File: config.mk
export PLATFORM = sky130hd
export DESIGN_NAME = fpc_panel_ctrl
export DESIGN_NICKNAME = d
export VERILOG_FILES = /design/src/shared/fpc_pkg.sv /design/src/fpc_key_repeat.sv /design/src/fpc_panel_ctrl.sv
export VERILOG_INCLUDE_DIRS = /design/src /design/src/shared
export SDC_FILE = /design/constraint.sdc
export NUM_CORES = 1
export LEC_CHECK = 0
export ABC_AREA = 1
export BUFFER_PORTS_ARGS = -buffer_cell sky130_fd_sc_hd__buf_2
export CAP_MARGIN = 20
export CORE_MARGIN = 8
export CORE_UTILIZATION = 40
export CTS_CLUSTER_SIZE = 25
export DETAILED_ROUTE_END_ITERATION = 16
export GPL_TIMING_DRIVEN = 0
export PLACE_DENSITY = 0.65
export SLEW_MARGIN = 20
export SYNTH_ARGS = -nofsm -noshare
export SYNTH_HDL_FRONTEND = slang
export SYNTH_SLANG_ARGS = --single-unit
File: constraint.sdc
create_clock -name clk -period 4.6 [get_ports clk]
set_clock_uncertainty 0.2 [all_clocks]
set_input_delay 0.92 -clock clk [delete_from_list [all_inputs] [get_ports clk]]
set_output_delay 0.92 -clock clk [all_outputs]
set_load 0.005 [all_outputs]
File: src/shared/fpc_regs.svh
// named constants of the front-panel parameter control block
// assumes a 100 MHz system clock; included by bare name
`ifndef FPC_REGS_SVH
`define FPC_REGS_SVH

// clock rate and panel timings, each in its own unit
`define FPC_CLK_MHZ     100
`define FPC_REPEAT_MS   300
`define FPC_FLASH_MS    1000
`define FPC_ERR_MS      1000
`define FPC_MS_TO_US    1000
`define FPC_TMR_W       28

// reference mode/range positions: six internal, then F and double rate
`define FPC_REF_LAST_INT 3'h5
`define FPC_REF_EXT_F    3'h6
`define FPC_REF_LAST     3'h7
`define FPC_REF_RST      3'h6

// internal frequency in tenths of a percent of range full scale
`define FPC_FREQ_MAX     10'h3E8
`define FPC_FREQ_FINE    10'h001
`define FPC_FREQ_COARSE  10'h00A
`define FPC_FREQ_RST     10'h064
`define FPC_FAST_AFTER   4'hA

// phase in 0.025 degree units; fine range biased by 2.5 degrees
`define FPC_PH_STEP_S    12'h001
`define FPC_PH_STEP_M    12'h004
`define FPC_PH_STEP_L    12'h028
`define FPC_PH_MID_STEPS 4'h9
`define FPC_PH_MAX       12'hED8
`define FPC_PH_RST       12'h064
`define FPC_PH_QUAD      16'h0E10
`define FPC_QUAD_MAX     2'h3

// time constant index 1 ms .. 100 s in 1-3-10 order
`define FPC_TC_MAX       4'hA
`define FPC_TC_RST       4'h6

// sensitivity index 1 uV .. 5 V in 1-2-5 order
`define FPC_SENS_MAX     5'h14
`define FPC_SENS_RST     5'h0F
`define FPC_STAB_MIN     5'h06
`define FPC_NORM_MIN     5'h03
`define FPC_NORM_MAX     5'h0E
`define FPC_MAXR_MAX     5'h0B
`define FPC_EXP_SHIFT    5'h03
`define FPC_LIMIT_RST    5'h00

`endif

File: src/shared/fpc_pkg.sv
// types shared by the front-panel parameter control block
// assumes the constants header fpc_regs.svh alongside
package fpc_pkg;

  // select-key function that the step keys act on
  typedef enum logic [1:0] {
    FPC_F_REF   = 2'b00,
    FPC_F_PHASE = 2'b01,
    FPC_F_TC    = 2'b10,
    FPC_F_SENS  = 2'b11
  } fpc_func_e;

  // dynamic reserve settings
  typedef enum logic [1:0] {
    FPC_RES_STAB = 2'b00,
    FPC_RES_NORM = 2'b01,
    FPC_RES_MAX  = 2'b10
  } fpc_res_e;

  // keypad levels, high while held
  typedef struct packed {
    logic refSel;
    logic phaseSel;
    logic tcSel;
    logic sensSel;
    logic up;
    logic down;
  } fpc_keys_s;

  // sub-state indicators, one pair per select key
  typedef struct packed {
    logic refRange;
    logic refFreq;
    logic phFine;
    logic phQuad;
    logic tcValue;
    logic tcSlope;
    logic sensSet;
    logic sensLimit;
  } fpc_leds_s;

  // parameter settings as driven to the instrument
  typedef struct packed {
    logic [2:0]  refPos;
    logic        refInternal;
    logic        refDouble;
    logic [9:0]  freq;
    logic [1:0]  quad;
    logic [15:0] phaseAdv;
    logic [3:0]  tc;
    logic        slope12;
    logic [4:0]  sens;
    logic [4:0]  limit;
    logic [4:0]  ch1Eff;
    logic [4:0]  ch2Eff;
    fpc_res_e    reserve;
  } fpc_set_s;

endpackage : fpc_pkg

File: src/fpc_key_repeat.sv
// held-key auto-repeat: one step on press, then one per repeat interval
// assumes a synchronous key level and the 100 MHz system clock
`include "fpc_regs.svh"
module fpc_key_repeat #(
  parameter int REPEAT_CYC = `FPC_REPEAT_MS * `FPC_CLK_MHZ * `FPC_MS_TO_US
) (
  // clock and reset
  input  wire logic       clk,
  input  wire logic       rst,
  // key level
  input  wire logic       keyHeld,
  // step output
  output logic            stepPulse,
  output logic [3:0]      stepIdx
);

  logic                  keyPrev_r;  // key level one cycle ago
  logic [3:0]            done_r;     // steps made in this hold
  logic [`FPC_TMR_W-1:0] tmr_r;      // repeat interval timer

  // step timing; index saturates so long holds stay in the fast band
  always_ff @(posedge clk)
  begin
    if (rst)
    begin
      keyPrev_r <= 1'b0;
      done_r    <= 4'h0;
      tmr_r     <= '0;
      stepPulse <= 1'b0;
      stepIdx   <= 4'h0;
    end
    else
    begin
      keyPrev_r <= keyHeld;
      stepPulse <= 1'b0;
      if (keyHeld && !keyPrev_r)
      begin
        // press: immediate first step
        stepPulse <= 1'b1;
        stepIdx   <= 4'h0;
        done_r    <= 4'h1;
        tmr_r     <= '0;
      end
      else if (keyHeld)
      begin
        // held: next step after a full interval
        if (tmr_r == `FPC_TMR_W'(REPEAT_CYC - 1))
        begin
          stepPulse <= 1'b1;
          stepIdx   <= done_r;
          tmr_r     <= '0;
          if (done_r != 4'hF)
            done_r <= done_r + 4'h1;
        end
        else
          tmr_r <= tmr_r + `FPC_TMR_W'(1);
      end
      else
        tmr_r <= '0;
    end
  end

endmodule : fpc_key_repeat

File: src/fpc_panel_ctrl.sv
// front-panel parameter control: select keys, step keys, settings, LEDs
// assumes synchronous keypad levels and one 100 MHz clock domain
//
// Behaviour
// - reference key toggles range and frequency indicators
// - six internal ranges, then two external positions
// - internal mode without oscillator card shows error
// - external modes run at F or double F
// - frequency steps are 0.1% of range top
// - after ten steps frequency steps become 1%
// - phase key toggles fine and quadrant indicators
// - four quadrants, each overlapping 2.5 degrees
// - fine phase steps 0.025, nine 0.1, then 1
// - phase shown as reference advance degrees
// - time-constant key toggles value and slope
// - time constant 1 ms to 100 s, 1-3-10
// - slope is 6 or 12 dB per octave
// - sensitivity key toggles set and autorange ceiling
// - expand makes channel one ten times sensitive
// - expand never touches channel two span
// - reserve limits the allowed sensitivity span
// - conflicting sensitivity moves reserve, flashes reserve
// - conflicting reserve refused, sensitivity LED flashes
// - ceiling bounds autorange only, not manual
// - shared up and down keys act on active function
`include "fpc_regs.svh"
module fpc_panel_ctrl #(
  parameter int REPEAT_CYC = `FPC_REPEAT_MS * `FPC_CLK_MHZ * `FPC_MS_TO_US,
  parameter int FLASH_CYC  = `FPC_FLASH_MS * `FPC_CLK_MHZ * `FPC_MS_TO_US,
  parameter int ERR_CYC    = `FPC_ERR_MS * `FPC_CLK_MHZ * `FPC_MS_TO_US
) (
  // clock and reset
  input  wire logic              clk,
  input  wire logic              rst,
  // keypad
  input  fpc_pkg::fpc_keys_s     keys,
  // fitted options and neighbouring controls
  input  wire logic              oscCardPresent,
  input  wire logic              expandOn,
  input  wire logic              reserveReq,
  input  fpc_pkg::fpc_res_e      reserveReqVal,
  input  wire logic              autoRangeUp,
  input  wire logic              autoRangeDown,
  // indicators and messages
  output fpc_pkg::fpc_leds_s     leds,
  output logic                   missingCardError,
  output logic                   reserveFlash,
  output logic                   sensFlash,
  // settings
  output fpc_pkg::fpc_set_s      settings
);

  // select-key edge detection
  fpc_pkg::fpc_keys_s     keysPrev_r;    // key levels one cycle ago
  logic                   refPress;      // reference key pressed
  logic                   phPress;       // phase key pressed
  logic                   tcPress;       // time-constant key pressed
  logic                   sensPress;     // sensitivity key pressed

  // step keys
  logic                   upStep;        // up key step pulse
  logic                   dnStep;        // down key step pulse
  logic [3:0]             upIdx;         // up step number in hold
  logic [3:0]             dnIdx;         // down step number in hold
  logic                   step;          // exactly one key stepped
  logic                   dirUp;         // direction of that step
  logic [3:0]             stepIdx;       // its number in the hold

  // control state
  fpc_pkg::fpc_func_e     func_r;        // active select function
  logic                   refSub_r;      // 1: frequency adjust
  logic                   phSub_r;       // 1: quadrant select
  logic                   tcSub_r;       // 1: slope select
  logic                   sensSub_r;     // 1: autorange ceiling

  // parameter settings
  logic [2:0]             refPos_r;      // range / external position
  logic [9:0]             freq_r;        // frequency in 0.1% units
  logic [1:0]             quad_r;        // phase quadrant
  logic [11:0]            fine_r;        // fine phase, biased
  logic [3:0]             tc_r;          // time constant index
  logic                   slope12_r;     // 12 dB per octave
  logic [4:0]             sens_r;        // sensitivity index
  logic [4:0]             limit_r;       // autorange ceiling index
  fpc_pkg::fpc_res_e      reserve_r;     // dynamic reserve

  // sensitivity change of this cycle
  logic [4:0]             sens_nxt;      // requested sensitivity
  logic                   sensChg;       // a change was requested

  // message timers
  logic [`FPC_TMR_W-1:0]  errTmr_r;      // error message time left
  logic [`FPC_TMR_W-1:0]  resTmr_r;      // reserve flash time left
  logic [`FPC_TMR_W-1:0]  sensTmr_r;     // sensitivity flash time left
  logic                   refGoInt;      // step lands on internal range

  // reserve allows this sensitivity index
  function automatic logic resAllows(input fpc_pkg::fpc_res_e res,
                                     input logic [4:0] s);
    case (res)
      fpc_pkg::FPC_RES_STAB: resAllows = (s >= `FPC_STAB_MIN);
      fpc_pkg::FPC_RES_NORM: resAllows = (s >= `FPC_NORM_MIN) &&
                                         (s <= `FPC_NORM_MAX);
      default:               resAllows = (s <= `FPC_MAXR_MAX);
    endcase
  endfunction : resAllows

  // reserve that fits a sensitivity index
  function automatic fpc_pkg::fpc_res_e resFit(input logic [4:0] s);
    if (s > `FPC_NORM_MAX)
      resFit = fpc_pkg::FPC_RES_STAB;
    else if (s < `FPC_NORM_MIN)
      resFit = fpc_pkg::FPC_RES_MAX;
    else
      resFit = fpc_pkg::FPC_RES_NORM;
  endfunction : resFit

  // auto-repeat for each step key
  fpc_key_repeat #(
    .REPEAT_CYC (REPEAT_CYC)
  ) upRepeat (
    .clk       (clk),
    .rst       (rst),
    .keyHeld   (keys.up),
    .stepPulse (upStep),
    .stepIdx   (upIdx)
  );

  fpc_key_repeat #(
    .REPEAT_CYC (REPEAT_CYC)
  ) dnRepeat (
    .clk       (clk),
    .rst       (rst),
    .keyHeld   (keys.down),
    .stepPulse (dnStep),
    .stepIdx   (dnIdx)
  );

  // press edges and the single step of this cycle
  assign refPress  = keys.refSel   && !keysPrev_r.refSel;
  assign phPress   = keys.phaseSel && !keysPrev_r.phaseSel;
  assign tcPress   = keys.tcSel    && !keysPrev_r.tcSel;
  assign sensPress = keys.sensSel  && !keysPrev_r.sensSel;
  assign step      = upStep ^ dnStep;   // both at once cancel
  assign dirUp     = upStep;
  assign stepIdx   = upStep ? upIdx : dnIdx;
  assign refGoInt  = step && (func_r == fpc_pkg::FPC_F_REF) && !refSub_r &&
                     (dirUp ? (refPos_r < `FPC_REF_LAST_INT)
                            : (refPos_r != 3'h0) &&
                              (refPos_r <= `FPC_REF_EXT_F));

  // key history
  always_ff @(posedge clk)
  begin
    if (rst)
      keysPrev_r <= '0;
    else
      keysPrev_r <= keys;
  end

  // active function and sub-state toggles
  always_ff @(posedge clk)
  begin
    if (rst)
    begin
      func_r    <= fpc_pkg::FPC_F_REF;
      refSub_r  <= 1'b0;
      phSub_r   <= 1'b0;
      tcSub_r   <= 1'b0;
      sensSub_r <= 1'b0;
    end
    else if (refPress)
    begin
      func_r   <= fpc_pkg::FPC_F_REF;
      refSub_r <= !refSub_r;
    end
    else if (phPress)
    begin
      func_r  <= fpc_pkg::FPC_F_PHASE;
      phSub_r <= !phSub_r;
    end
    else if (tcPress)
    begin
      func_r  <= fpc_pkg::FPC_F_TC;
      tcSub_r <= !tcSub_r;
    end
    else if (sensPress)
    begin
      func_r    <= fpc_pkg::FPC_F_SENS;
      sensSub_r <= !sensSub_r;
    end
  end

  // reference position and internal frequency
  always_ff @(posedge clk)
  begin
    if (rst)
    begin
      refPos_r <= `FPC_REF_RST;
      freq_r   <= `FPC_FREQ_RST;
    end
    else if (step && func_r == fpc_pkg::FPC_F_REF)
    begin
      if (!refSub_r)
      begin
        // internal ranges first, then the two external modes
        if (dirUp && refPos_r != `FPC_REF_LAST)
          refPos_r <= refPos_r + 3'h1;
        else if (!dirUp && refPos_r != 3'h0)
          refPos_r <= refPos_r - 3'h1;
      end
      else if (stepIdx < `FPC_FAST_AFTER)
      begin
        // fine steps of 0.1% of range top
        if (dirUp)
          freq_r <= (freq_r > `FPC_FREQ_MAX - `FPC_FREQ_FINE) ?
                    `FPC_FREQ_MAX : freq_r + `FPC_FREQ_FINE;
        else
          freq_r <= (freq_r < `FPC_FREQ_FINE) ?
                    10'h000 : freq_r - `FPC_FREQ_FINE;
      end
      else
      begin
        // coarse steps of 1% once ten steps were made
        if (dirUp)
          freq_r <= (freq_r > `FPC_FREQ_MAX - `FPC_FREQ_COARSE) ?
                    `FPC_FREQ_MAX : freq_r + `FPC_FREQ_COARSE;
        else
          freq_r <= (freq_r < `FPC_FREQ_COARSE) ?
                    10'h000 : freq_r - `FPC_FREQ_COARSE;
      end
    end
  end

  // missing oscillator card message
  always_ff @(posedge clk)
  begin
    if (rst)
      errTmr_r <= '0;
    else if (refGoInt && !oscCardPresent)
      errTmr_r <= `FPC_TMR_W'(ERR_CYC);
    else if (errTmr_r != '0)
      errTmr_r <= errTmr_r - `FPC_TMR_W'(1);
  end

  // phase quadrant and fine phase
  always_ff @(posedge clk)
  begin
    if (rst)
    begin
      quad_r <= 2'h0;
      fine_r <= `FPC_PH_RST;
    end
    else if (step && func_r == fpc_pkg::FPC_F_PHASE)
    begin
      if (phSub_r)
      begin
        // one of four quadrants
        if (dirUp && quad_r != `FPC_QUAD_MAX)
          quad_r <= quad_r + 2'h1;
        else if (!dirUp && quad_r != 2'h0)
          quad_r <= quad_r - 2'h1;
      end
      else
      begin
        // step size grows with the hold: small, medium, large
        logic [11:0] inc;
        inc = `FPC_PH_STEP_L;
        if (stepIdx == 4'h0)
          inc = `FPC_PH_STEP_S;
        else if (stepIdx <= `FPC_PH_MID_STEPS)
          inc = `FPC_PH_STEP_M;
        // fine range spans 2.5 degrees beyond each boundary
        if (dirUp)
          fine_r <= (fine_r > `FPC_PH_MAX - inc) ?
                    `FPC_PH_MAX : fine_r + inc;
        else
          fine_r <= (fine_r < inc) ? 12'h000 : fine_r - inc;
      end
    end
  end

  // time constant and rolloff slope
  always_ff @(posedge clk)
  begin
    if (rst)
    begin
      tc_r      <= `FPC_TC_RST;
      slope12_r <= 1'b0;
    end
    else if (step && func_r == fpc_pkg::FPC_F_TC)
    begin
      if (tcSub_r)
        slope12_r <= dirUp;
      else if (dirUp && tc_r != `FPC_TC_MAX)
        tc_r <= tc_r + 4'h1;
      else if (!dirUp && tc_r != 4'h0)
        tc_r <= tc_r - 4'h1;
    end
  end

  // requested sensitivity: manual first, autorange otherwise
  always_comb
  begin
    sens_nxt = sens_r;
    sensChg  = 1'b0;
    if (step && func_r == fpc_pkg::FPC_F_SENS && !sensSub_r)
    begin
      // manual change ignores the ceiling
      if (dirUp && sens_r != `FPC_SENS_MAX)
      begin
        sens_nxt = sens_r + 5'h01;
        sensChg  = 1'b1;
      end
      else if (!dirUp && sens_r != 5'h00)
      begin
        sens_nxt = sens_r - 5'h01;
        sensChg  = 1'b1;
      end
    end
    else if (autoRangeUp && !autoRangeDown && sens_r != `FPC_SENS_MAX)
    begin
      sens_nxt = sens_r + 5'h01;
      sensChg  = 1'b1;
    end
    else if (autoRangeDown && !autoRangeUp && sens_r > limit_r)
    begin
      // autorange never goes more sensitive than the ceiling
      sens_nxt = sens_r - 5'h01;
      sensChg  = 1'b1;
    end
  end

  // sensitivity and autorange ceiling
  always_ff @(posedge clk)
  begin
    if (rst)
    begin
      sens_r  <= `FPC_SENS_RST;
      limit_r <= `FPC_LIMIT_RST;
    end
    else
    begin
      sens_r <= sens_nxt;
      if (step && func_r == fpc_pkg::FPC_F_SENS && sensSub_r)
      begin
        if (dirUp && limit_r != `FPC_SENS_MAX)
          limit_r <= limit_r + 5'h01;
        else if (!dirUp && limit_r != 5'h00)
          limit_r <= limit_r - 5'h01;
      end
    end
  end

  // reserve: sensitivity dominates, reserve requests are checked
  always_ff @(posedge clk)
  begin
    if (rst)
    begin
      reserve_r <= fpc_pkg::FPC_RES_STAB;
      resTmr_r  <= '0;
      sensTmr_r <= '0;
    end
    else
    begin
      if (resTmr_r != '0)
        resTmr_r <= resTmr_r - `FPC_TMR_W'(1);
      if (sensTmr_r != '0)
        sensTmr_r <= sensTmr_r - `FPC_TMR_W'(1);
      if (sensChg && !resAllows(reserve_r, sens_nxt))
      begin
        // move reserve to fit and flash it
        reserve_r <= resFit(sens_nxt);
        resTmr_r  <= `FPC_TMR_W'(FLASH_CYC);
      end
      else if (reserveReq && !sensChg)
      begin
        if (resAllows(reserveReqVal, sens_r))
          reserve_r <= reserveReqVal;
        else
          sensTmr_r <= `FPC_TMR_W'(FLASH_CYC);
      end
    end
  end

  // indicators and messages, registered
  always_ff @(posedge clk)
  begin
    if (rst)
    begin
      leds             <= '0;
      missingCardError <= 1'b0;
      reserveFlash     <= 1'b0;
      sensFlash        <= 1'b0;
    end
    else
    begin
      // exactly one LED of each pair
      leds.refRange    <= !refSub_r;
      leds.refFreq     <= refSub_r;
      leds.phFine      <= !phSub_r;
      leds.phQuad      <= phSub_r;
      leds.tcValue     <= !tcSub_r;
      leds.tcSlope     <= tcSub_r;
      leds.sensSet     <= !sensSub_r;
      leds.sensLimit   <= sensSub_r;
      missingCardError <= (errTmr_r != '0);
      reserveFlash     <= (resTmr_r != '0);
      sensFlash        <= (sensTmr_r != '0);
    end
  end

  // settings, registered
  always_ff @(posedge clk)
  begin
    if (rst)
      settings <= '0;
    else
    begin
      settings.refPos      <= refPos_r;
      settings.refInternal <= (refPos_r <= `FPC_REF_LAST_INT);
      settings.refDouble   <= (refPos_r == `FPC_REF_LAST);
      settings.freq        <= freq_r;
      settings.quad        <= quad_r;
      // advance = quadrant base + fine - 2.5 degree bias
      settings.phaseAdv    <= 16'(quad_r) * `FPC_PH_QUAD +
                              16'(fine_r) - 16'(`FPC_PH_RST);
      settings.tc          <= tc_r;
      settings.slope12     <= slope12_r;
      settings.sens        <= sens_r;
      settings.limit       <= limit_r;
      // effective span index from 100 nV in 1-2-5 order; expand shifts channel 1
      settings.ch1Eff      <= expandOn ? sens_r : sens_r + `FPC_EXP_SHIFT;
      settings.ch2Eff      <= sens_r + `FPC_EXP_SHIFT;
      settings.reserve     <= reserve_r;
    end
  end

endmodule : fpc_panel_ctrl

==> results of run 1 <==
## cells by family after synthesis
| kind of cell | Yosys count | synth area share [%] |
|---|---|---|
| adders and majority gates | 65 | 5.66 |
| and+or+nand+nor | 912 | 27.7 |
| other | 1 | 0.0252 |
| AOI/OAI and AO/OA | 358 | 13.8 |
| buffers and inverters | 334 | 8.71 |
| DFF | 285 | 38.3 |
| xor gates and xnor gates | 99 | 5.82 |
## report_power, final
| part | switching, uW | internal [uW] |
|---|---|---|
| Clock | 1130 | 1670 |
| Sequential | 292 | 2850 |
| Combinational | 1640 | 996 |
## synth_stat cells, types with 18 or more instances
library cell / instances
o21ai_0: 110
nor3_1: 66
nor2_1: 307
nand4_1: 40
nand2_1: 291
ha_1: 61
a31oi_1: 18
clkbuf_1: 39
dfxtp_1: 285
nand3_1: 109
xor2_1: 82
o211ai_1: 18
inv_1: 267
a21oi_1: 140
nor4_1: 29
## flip-flops by register name, indices dropped and copies added, names as in the netlist, 10 cells and up
name            flops
dnRepeat.tmr_r     28
errTmr_r           28
fine_r             12
freq_r             10
resTmr_r           28
sensTmr_r          28
settings           60
upRepeat.tmr_r     28
## what timing repair did
| action | 4_1_cts | 5_1_grt |
|---|---|---|
| resized for setup | 0 | 4 |
| endpoints found under the setup margin | 0 | 10 |
| buffers inserted | 0 | 0 |
## critical path: stages (launching register included)
cell and delay [ps]:
dfxtp_1 360, buf_4 210, clkbuf_2 340, clkbuf_2 310, o21ai_0 110, nand3_1 240
inv_1 110, ha_1 240, ha_1 200, nor2_1 150, nor2_1 60, o21bai_1 210
o21ai_1 120, nand3_1 130, inv_1 80, a21oi_2 450, inv_1 170, o221ai_1 210
o211ai_1 110, inv_1 80
## layout make-up
class	instances	area, um^2	area share (%)
Buffer	50	233	1.36
Tap cell	468	586	3.43
Multi-Input combinational cell	1435	7910	46.2
Inverter	284	1070	6.25
Timing Repair Buffer	84	420	2.46
Clock inverter	23	269	1.57
Sequential cell	285	5710	33.4
Clock buffer	39	910	5.32
## how the worst max path moves through the flow
stage / from / end / slack (ps) / depth (start not counted)
final: upRepeat.stepPulse$_SDFF_PP0_ / fine_r[3]$_SDFFE_PP0P_ / 450 / 19
after global routing: upRepeat.stepPulse$_SDFF_PP0_ / fine_r[3]$_SDFFE_PP0P_ / 70 / 19
after CTS: upRepeat.stepPulse$_SDFF_PP0_ / fine_r[3]$_SDFFE_PP0P_ / 110 / 19
after detailed placement: upRepeat.stepPulse$_SDFF_PP0_ / fine_r[3]$_SDFFE_PP0P_ / 120 / 19
after global placement: upRepeat.stepPulse$_SDFF_PP0_ / fine_r[3]$_SDFFE_PP0P_ / 110 / 19
after floorplan: upRepeat.stepPulse$_SDFF_PP0_ / fine_r[1]$_SDFFE_PP0P_ / 1370 / 18
## metrics by stage
step                area, um^2  worst slack [ps]
finish                   17100               447
detailed placement       15900               119
global route             17100              72.2
CTS                      17100               112
global placement         15900               110
floorplan                14900              1370
## layer usage
layer	global-route usage [%]	part of all wire, %	vias up
met4	6.93	3.4	0
met2	27.0	44	310
met5	0	0	-
li1	-	-	7002
met1	21.7	47	6131
met3	3.40	5.6	71
==> reports/qor.csv, run 1 <==
stage,metric,value,unit
status,status,"finished, final reports clean",
power_and_ir_drop,peak supply drop,0.249,mV
sta,period utilization,90.3,%
cts,Num CTS Buffers,34,
logic_synthesis,post-synthesis sequential area ratio,38.3,%
cts,CTS tree,built,
routing,drt wl/cell,14.1,um
floorplan,Die Y,209,um
logic_synthesis,post-synthesis cell type count,63,
floorplan,core box area,36700,um^2
worst_setup_path,r2r endpoint,fine_r[3]$_SDFFE_PP0P_,
logic_synthesis,cell taking the most area after synthesis,dfxtp_1,
logic_synthesis,Synth Instances,2054,
logic_synthesis,Synth top area share,38.3,%
worst_setup_path,crit start category,flip-flop,
cells_and_area,Nets,2254,
place,Port Buffers,84,
grt,initial antenna violation count,0,
sta,Period minus WS final,4150,ps
cells_and_area,# diodes,0,
logic_synthesis,ys flop type,dfxtp_1,
floorplan,Cell Rows,70,
sta,Hold Fails Final Rpt,0,
logic_synthesis,Area contributors post-synth,"dfxtp_1, nor2_1, nand2_1",
worst_setup_path,CP max FO,10,
floorplan,initial core utilization,40.6,%
sta,endpoints failing setup,0,
floorplan,I/O pin count,86,
worst_setup_path,CP required,4880,ps
cells_and_area,"commonest cells after routing, fill and taps aside","nor2_1, nand2_1, dfxtp_1",
grt,grt ovf,0,
sta,FMAX,241,MHz
worst_setup_path,CP Class,flip-flop to flip-flop,
cts,cts hold-fix bufs,0,
cts,CTS Root Cell,clkbuf_16,
cells_and_area,P&R area growth vs syn,14.7,%
cells_and_area,Final Core Density,46.6,%
routing,drc violations,0,
grt,first-pass GRT wire length,61600,um
hold_path,hold crit path type,flip-flop to flip-flop,
cells_and_area,layout filler cell count,3621,
grt,vias in the first global route,12700,
floorplan,area of the die,43700,um^2
sta,final slew viol count,0,
place,detailed placer's ending HPWL,28000,um
cts,clk slew on worst S/H paths,60,ps
cells_and_area,number of non-filler instances in the completed layout,2668,
power_and_ir_drop,pwr dens,501,nW/um^2
worst_setup_path,Critical Path End Type,flip-flop,
cells_and_area,"most common cell after layout, fill and taps aside",nor2_1,
place,dpl cells,2606,
routing,via count,13500,
logic_synthesis,"Async S/R FF share, synth",0,%
logic_synthesis,synthesis-stage register bit count,285,
cts,H-tree levels,2,
sta,setup TNS,0,ps
hold_path,Hold Path Stages,1,
power_and_ir_drop,Static Leak,0.00732,uW
sta,Hold WS,248,ps
routing,First-pass DRT Iterations,5,
worst_setup_path,launch point of the worst reg-to-reg path,upRepeat.stepPulse$_SDFF_PP0_,
cts,CTS max path bufs,3,
routing,via/cell ratio,5.07,
routing,DRT antenna net count,0,
hold_path,Hold Startpoint,dnRepeat.tmr_r[0]$_SDFF_PP0_,
worst_setup_path,WP data arrival,4430,ps
power_and_ir_drop,Power Total,8570,uW
hold_path,Worst Hold End,dnRepeat.tmr_r[0]$_SDFF_PP0_,
sta,RSZ-0062 raised after global routing,no,
logic_synthesis,"Net Count, Synth",2134,
cts,# clock sinks,285,
worst_setup_path,Worst R2R Path Depth,19,
sta,relative slew slack,34.1,%
logic_synthesis,mapped cell area,14900,um^2
run,Max-Cap Viols,0,
place,Placer Congestion,0.912,
routing,Initial DRC Count,771,
logic_synthesis,Post-synth EDFFs,0,
grt,largest net degree at the start of global routing,16,
grt,GRT Total Usage,16.8,%
cells_and_area,layout cell share with drive strength beyond 1,10.3,%
floorplan,Die Wd,209,um
logic_synthesis,Syn. warnings,0,
routing,Post-Route WL,37600,um
cts,Worst-Skew Late Latency,550,ps
logic_synthesis,syn_area_per_cell,7.26,um^2
sta,Worst-Margin Slew,989,ps
worst_setup_path,r2r setup slk,450,ps
Power figures use the tool's default switching activity.
==> inputs of run 2 (changes only) <==
- ABC_AREA: 1 -> not set
- TNS_END_PERCENT: not set -> 50
==> run 2 against run 1 <==
Net effect: routed wire length decreased by 5.7%; first-iteration DRC count decreased by 2.5%; hold slack improved by 8.3 ps; largest power group unchanged.
==> reports/qor.csv, run 2 <==
stage,metric,value,unit
grt,largest net degree at the start of global routing,20,
sta,period utilization,94.7,%
power_and_ir_drop,pwr dens,491,nW/um^2
logic_synthesis,mapped cell area,14200,um^2
routing,Initial DRC Count,752,
worst_setup_path,CP Class,flip-flop to flip-flop,
cts,CTS Root Cell,clkbuf_16,
sta,FMAX,230,MHz
cells_and_area,Final Core Density,46.4,%
sta,relative slew slack,34.3,%
cells_and_area,max FFs per register,60,
worst_setup_path,r2r endpoint,fine_r[9]$_SDFFE_PP0P_,
logic_synthesis,Synth top area share,40.1,%
grt,initial antenna violation count,0,
worst_setup_path,CP required,4800,ps
routing,First-pass DRT Iterations,5,
cells_and_area,Nets,1863,
logic_synthesis,Synth top cells by count,"dfxtp_1, nor2_1, nand2_1, a21oi_1, xnor2_1",
logic_synthesis,Post-synth EDFFs,0,
floorplan,I/O pin count,86,
cells_and_area,"commonest cells after routing, fill and taps aside","dfxtp_1, nor2_1, nand2_1",
worst_setup_path,r2r setup slk,240,ps
worst_setup_path,Worst R2R Path Depth,18,
routing,drc violations,0,
floorplan,core box area,35300,um^2
cts,CTS max path bufs,3,
cts,Num CTS Buffers,30,
hold_path,Worst Hold End,dnRepeat.tmr_r[0]$_SDFF_PP0_,
power_and_ir_drop,Static Leak,0.00642,uW
sta,setup TNS,0,ps
logic_synthesis,post-synthesis sequential area ratio,40.1,%
logic_synthesis,post-synthesis cell type count,88,
routing,Max Used Layer,met4,
cts,H-tree levels,1,
routing,Post-Route WL,35500,um
worst_setup_path,launch point of the worst reg-to-reg path,upRepeat.stepPulse$_SDFF_PP0_,
cts,clk slew on worst S/H paths,60,ps
cells_and_area,layout cell share with drive strength beyond 1,10.8,%
hold_path,Hold Path Stages,1,
logic_synthesis,most frequent cell after synthesis,dfxtp_1,
cts,CTS tree,built,
hold_path,hold crit path type,flip-flop to flip-flop,
worst_setup_path,WP data arrival,4560,ps
worst_setup_path,Critical Path End Type,flip-flop,
floorplan,area of the die,41800,um^2
logic_synthesis,Synth Instances,1668,
cells_and_area,Reg with most FFs,settings,
worst_setup_path,Buf/Inv on CP,5,
sta,final slew viol count,0,
worst_setup_path,delay of the slowest critical-path stage,480,ps
sta,endpoints failing setup,0,
sta,RSZ-0062 raised after global routing,no,
status,status,"finished, final reports clean",
routing,via count,12100,
routing,met2 wire length,15500,um
grt,first-pass GRT wire length,58200,um
hold_path,Hold Startpoint,dnRepeat.tmr_r[0]$_SDFF_PP0_,
sta,Period minus WS final,4360,ps
worst_setup_path,CP max FO,19,
logic_synthesis,ys flop type,dfxtp_1,
routing,Met1 Wirelength,16300,um
grt,grt ovf,0,
worst_setup_path,critical-path cell list,buf_8 > buf_4 > clkbuf_4 > buf_4 > nand3_1 > o41a_1 > inv_1 > ha_1 > ha_1 > nor2b_1 > o21ai_1 > nand3_1 > a2111o_1 > o21a_2 > a22oi_1 > nor2_1 > a2111oi_1 > a211oi_1,
cells_and_area,"most common cell after layout, fill and taps aside",dfxtp_1,
routing,via/cell ratio,5.33,
routing,drt wl/cell,15.6,um
logic_synthesis,"Async S/R FF share, synth",0,%
logic_synthesis,cell taking the most area after synthesis,dfxtp_1,
grt,GRT Total Usage,16.5,%
cts,Worst-Skew Late Latency,570,ps
cells_and_area,P&R area growth vs syn,15.2,%
floorplan,Die Y,205,um
cts,# clock sinks,285,
place,detailed placer's ending HPWL,25900,um
routing,DRT antenna net count,0,
floorplan,Die Wd,205,um
logic_synthesis,"Net Count, Synth",1748,
sta,Worst-Margin Slew,978,ps
worst_setup_path,Critical-path top delay cell,a2111o_1,
logic_synthesis,syn_area_per_cell,8.52,um^2
routing,met3 WL,2370,um
cells_and_area,# diodes,0,
floorplan,Cell Rows,69,
cells_and_area,layout filler cell count,3392,
place,Port Buffers,84,
place,Placer Congestion,0.914,
logic_synthesis,Syn. warnings,0,
floorplan,initial core utilization,40.3,%
sta,Hold Fails Final Rpt,0,
worst_setup_path,crit start category,flip-flop,
logic_synthesis,Area contributors post-synth,"dfxtp_1, nor2_1, xnor2_1",
sta,Hold WS,256,ps
run,Max-Cap Viols,0,
power_and_ir_drop,Power Total,8040,uW
grt,vias in the first global route,11600,
worst_setup_path,"CP delay by family, top",compound AO/OA/AOI/OAI gates,
power_and_ir_drop,peak supply drop,0.431,mV
logic_synthesis,synthesis-stage register bit count,285,
[run 2: cell families (layout without fill, tap and decap cells)]
family	count (synthesis)	after routing	share of synthesized area (%)
simple gates	687	687	24.3
compound gates	301	301	13.8
flops	285	285	40.1
xor+xnor	167	167	10.3
buf+inv	140	279	3.93
fa+ha+maj	66	66	6.00
mux	21	21	1.50
other cells	1	1	0.0264
[run 2: power by group]
| part | switching, uW | internal, uW | leakage [uW] | total (uW) |
|---|---|---|---|---|
| Clock | 1030 | 1700 | 0.000554 | 2730 |
| Sequential | 298 | 2830 | 0.00233 | 3130 |
| Combinational | 1210 | 963 | 0.00354 | 2180 |
| Total | 2540 | 5500 | 0.00642 | 8040 |
[run 2: final cells by class]
class	instances	area (um^2)	share of cell area [%]
plain buffers	71	323	1.97
clock buffers	40	858	5.24
clock inverters	16	279	1.70
inverters	68	255	1.56
multi-input cells	1243	7960	48.6
flip-flops and latches	285	5710	34.8
well taps	461	577	3.52
repair buffers	84	420	2.57
[run 2: what timing repair did]
action,in CTS,in global routing
pin swaps,0,1
hold buffers,0,0
buffers inserted,0,0
gates resized for setup,11,6
setup endpoints to repair,12,5
[run 2: worst max path at each step]
stage / end / startpoint / depth (start not counted)
global route: fine_r[9]$_SDFFE_PP0P_ / upRepeat.stepPulse$_SDFF_PP0_ / 18
floorplan: fine_r[9]$_SDFFE_PP0P_ / upRepeat.stepPulse$_SDFF_PP0_ / 17
CTS: fine_r[9]$_SDFFE_PP0P_ / upRepeat.stepPulse$_SDFF_PP0_ / 18
finish: fine_r[9]$_SDFFE_PP0P_ / upRepeat.stepPulse$_SDFF_PP0_ / 18
detailed placement: fine_r[9]$_SDFFE_PP0P_ / upRepeat.stepPulse$_SDFF_PP0_ / 18
global placement: fine_r[9]$_SDFFE_PP0P_ / upRepeat.stepPulse$_SDFF_PP0_ / 17
[run 2: metal layers]
metal	track usage, %	vias up
met5	0	-
met4	5.81	0
met2	26.6	302
met3	3.12	74
met1	21.9	5686
li1	-	6034
[run 2: per-stage QoR]
step                std cells  instance area (um^2)  setup WS [ps]
CTS                      2268                 16400           15.7
floorplan                1668                 14200            194
detailed placement       2213                 15200          -1570
global route             2268                 16400           8.42
finish                   2268                 16400            244
global placement         2213                 15200          -1570
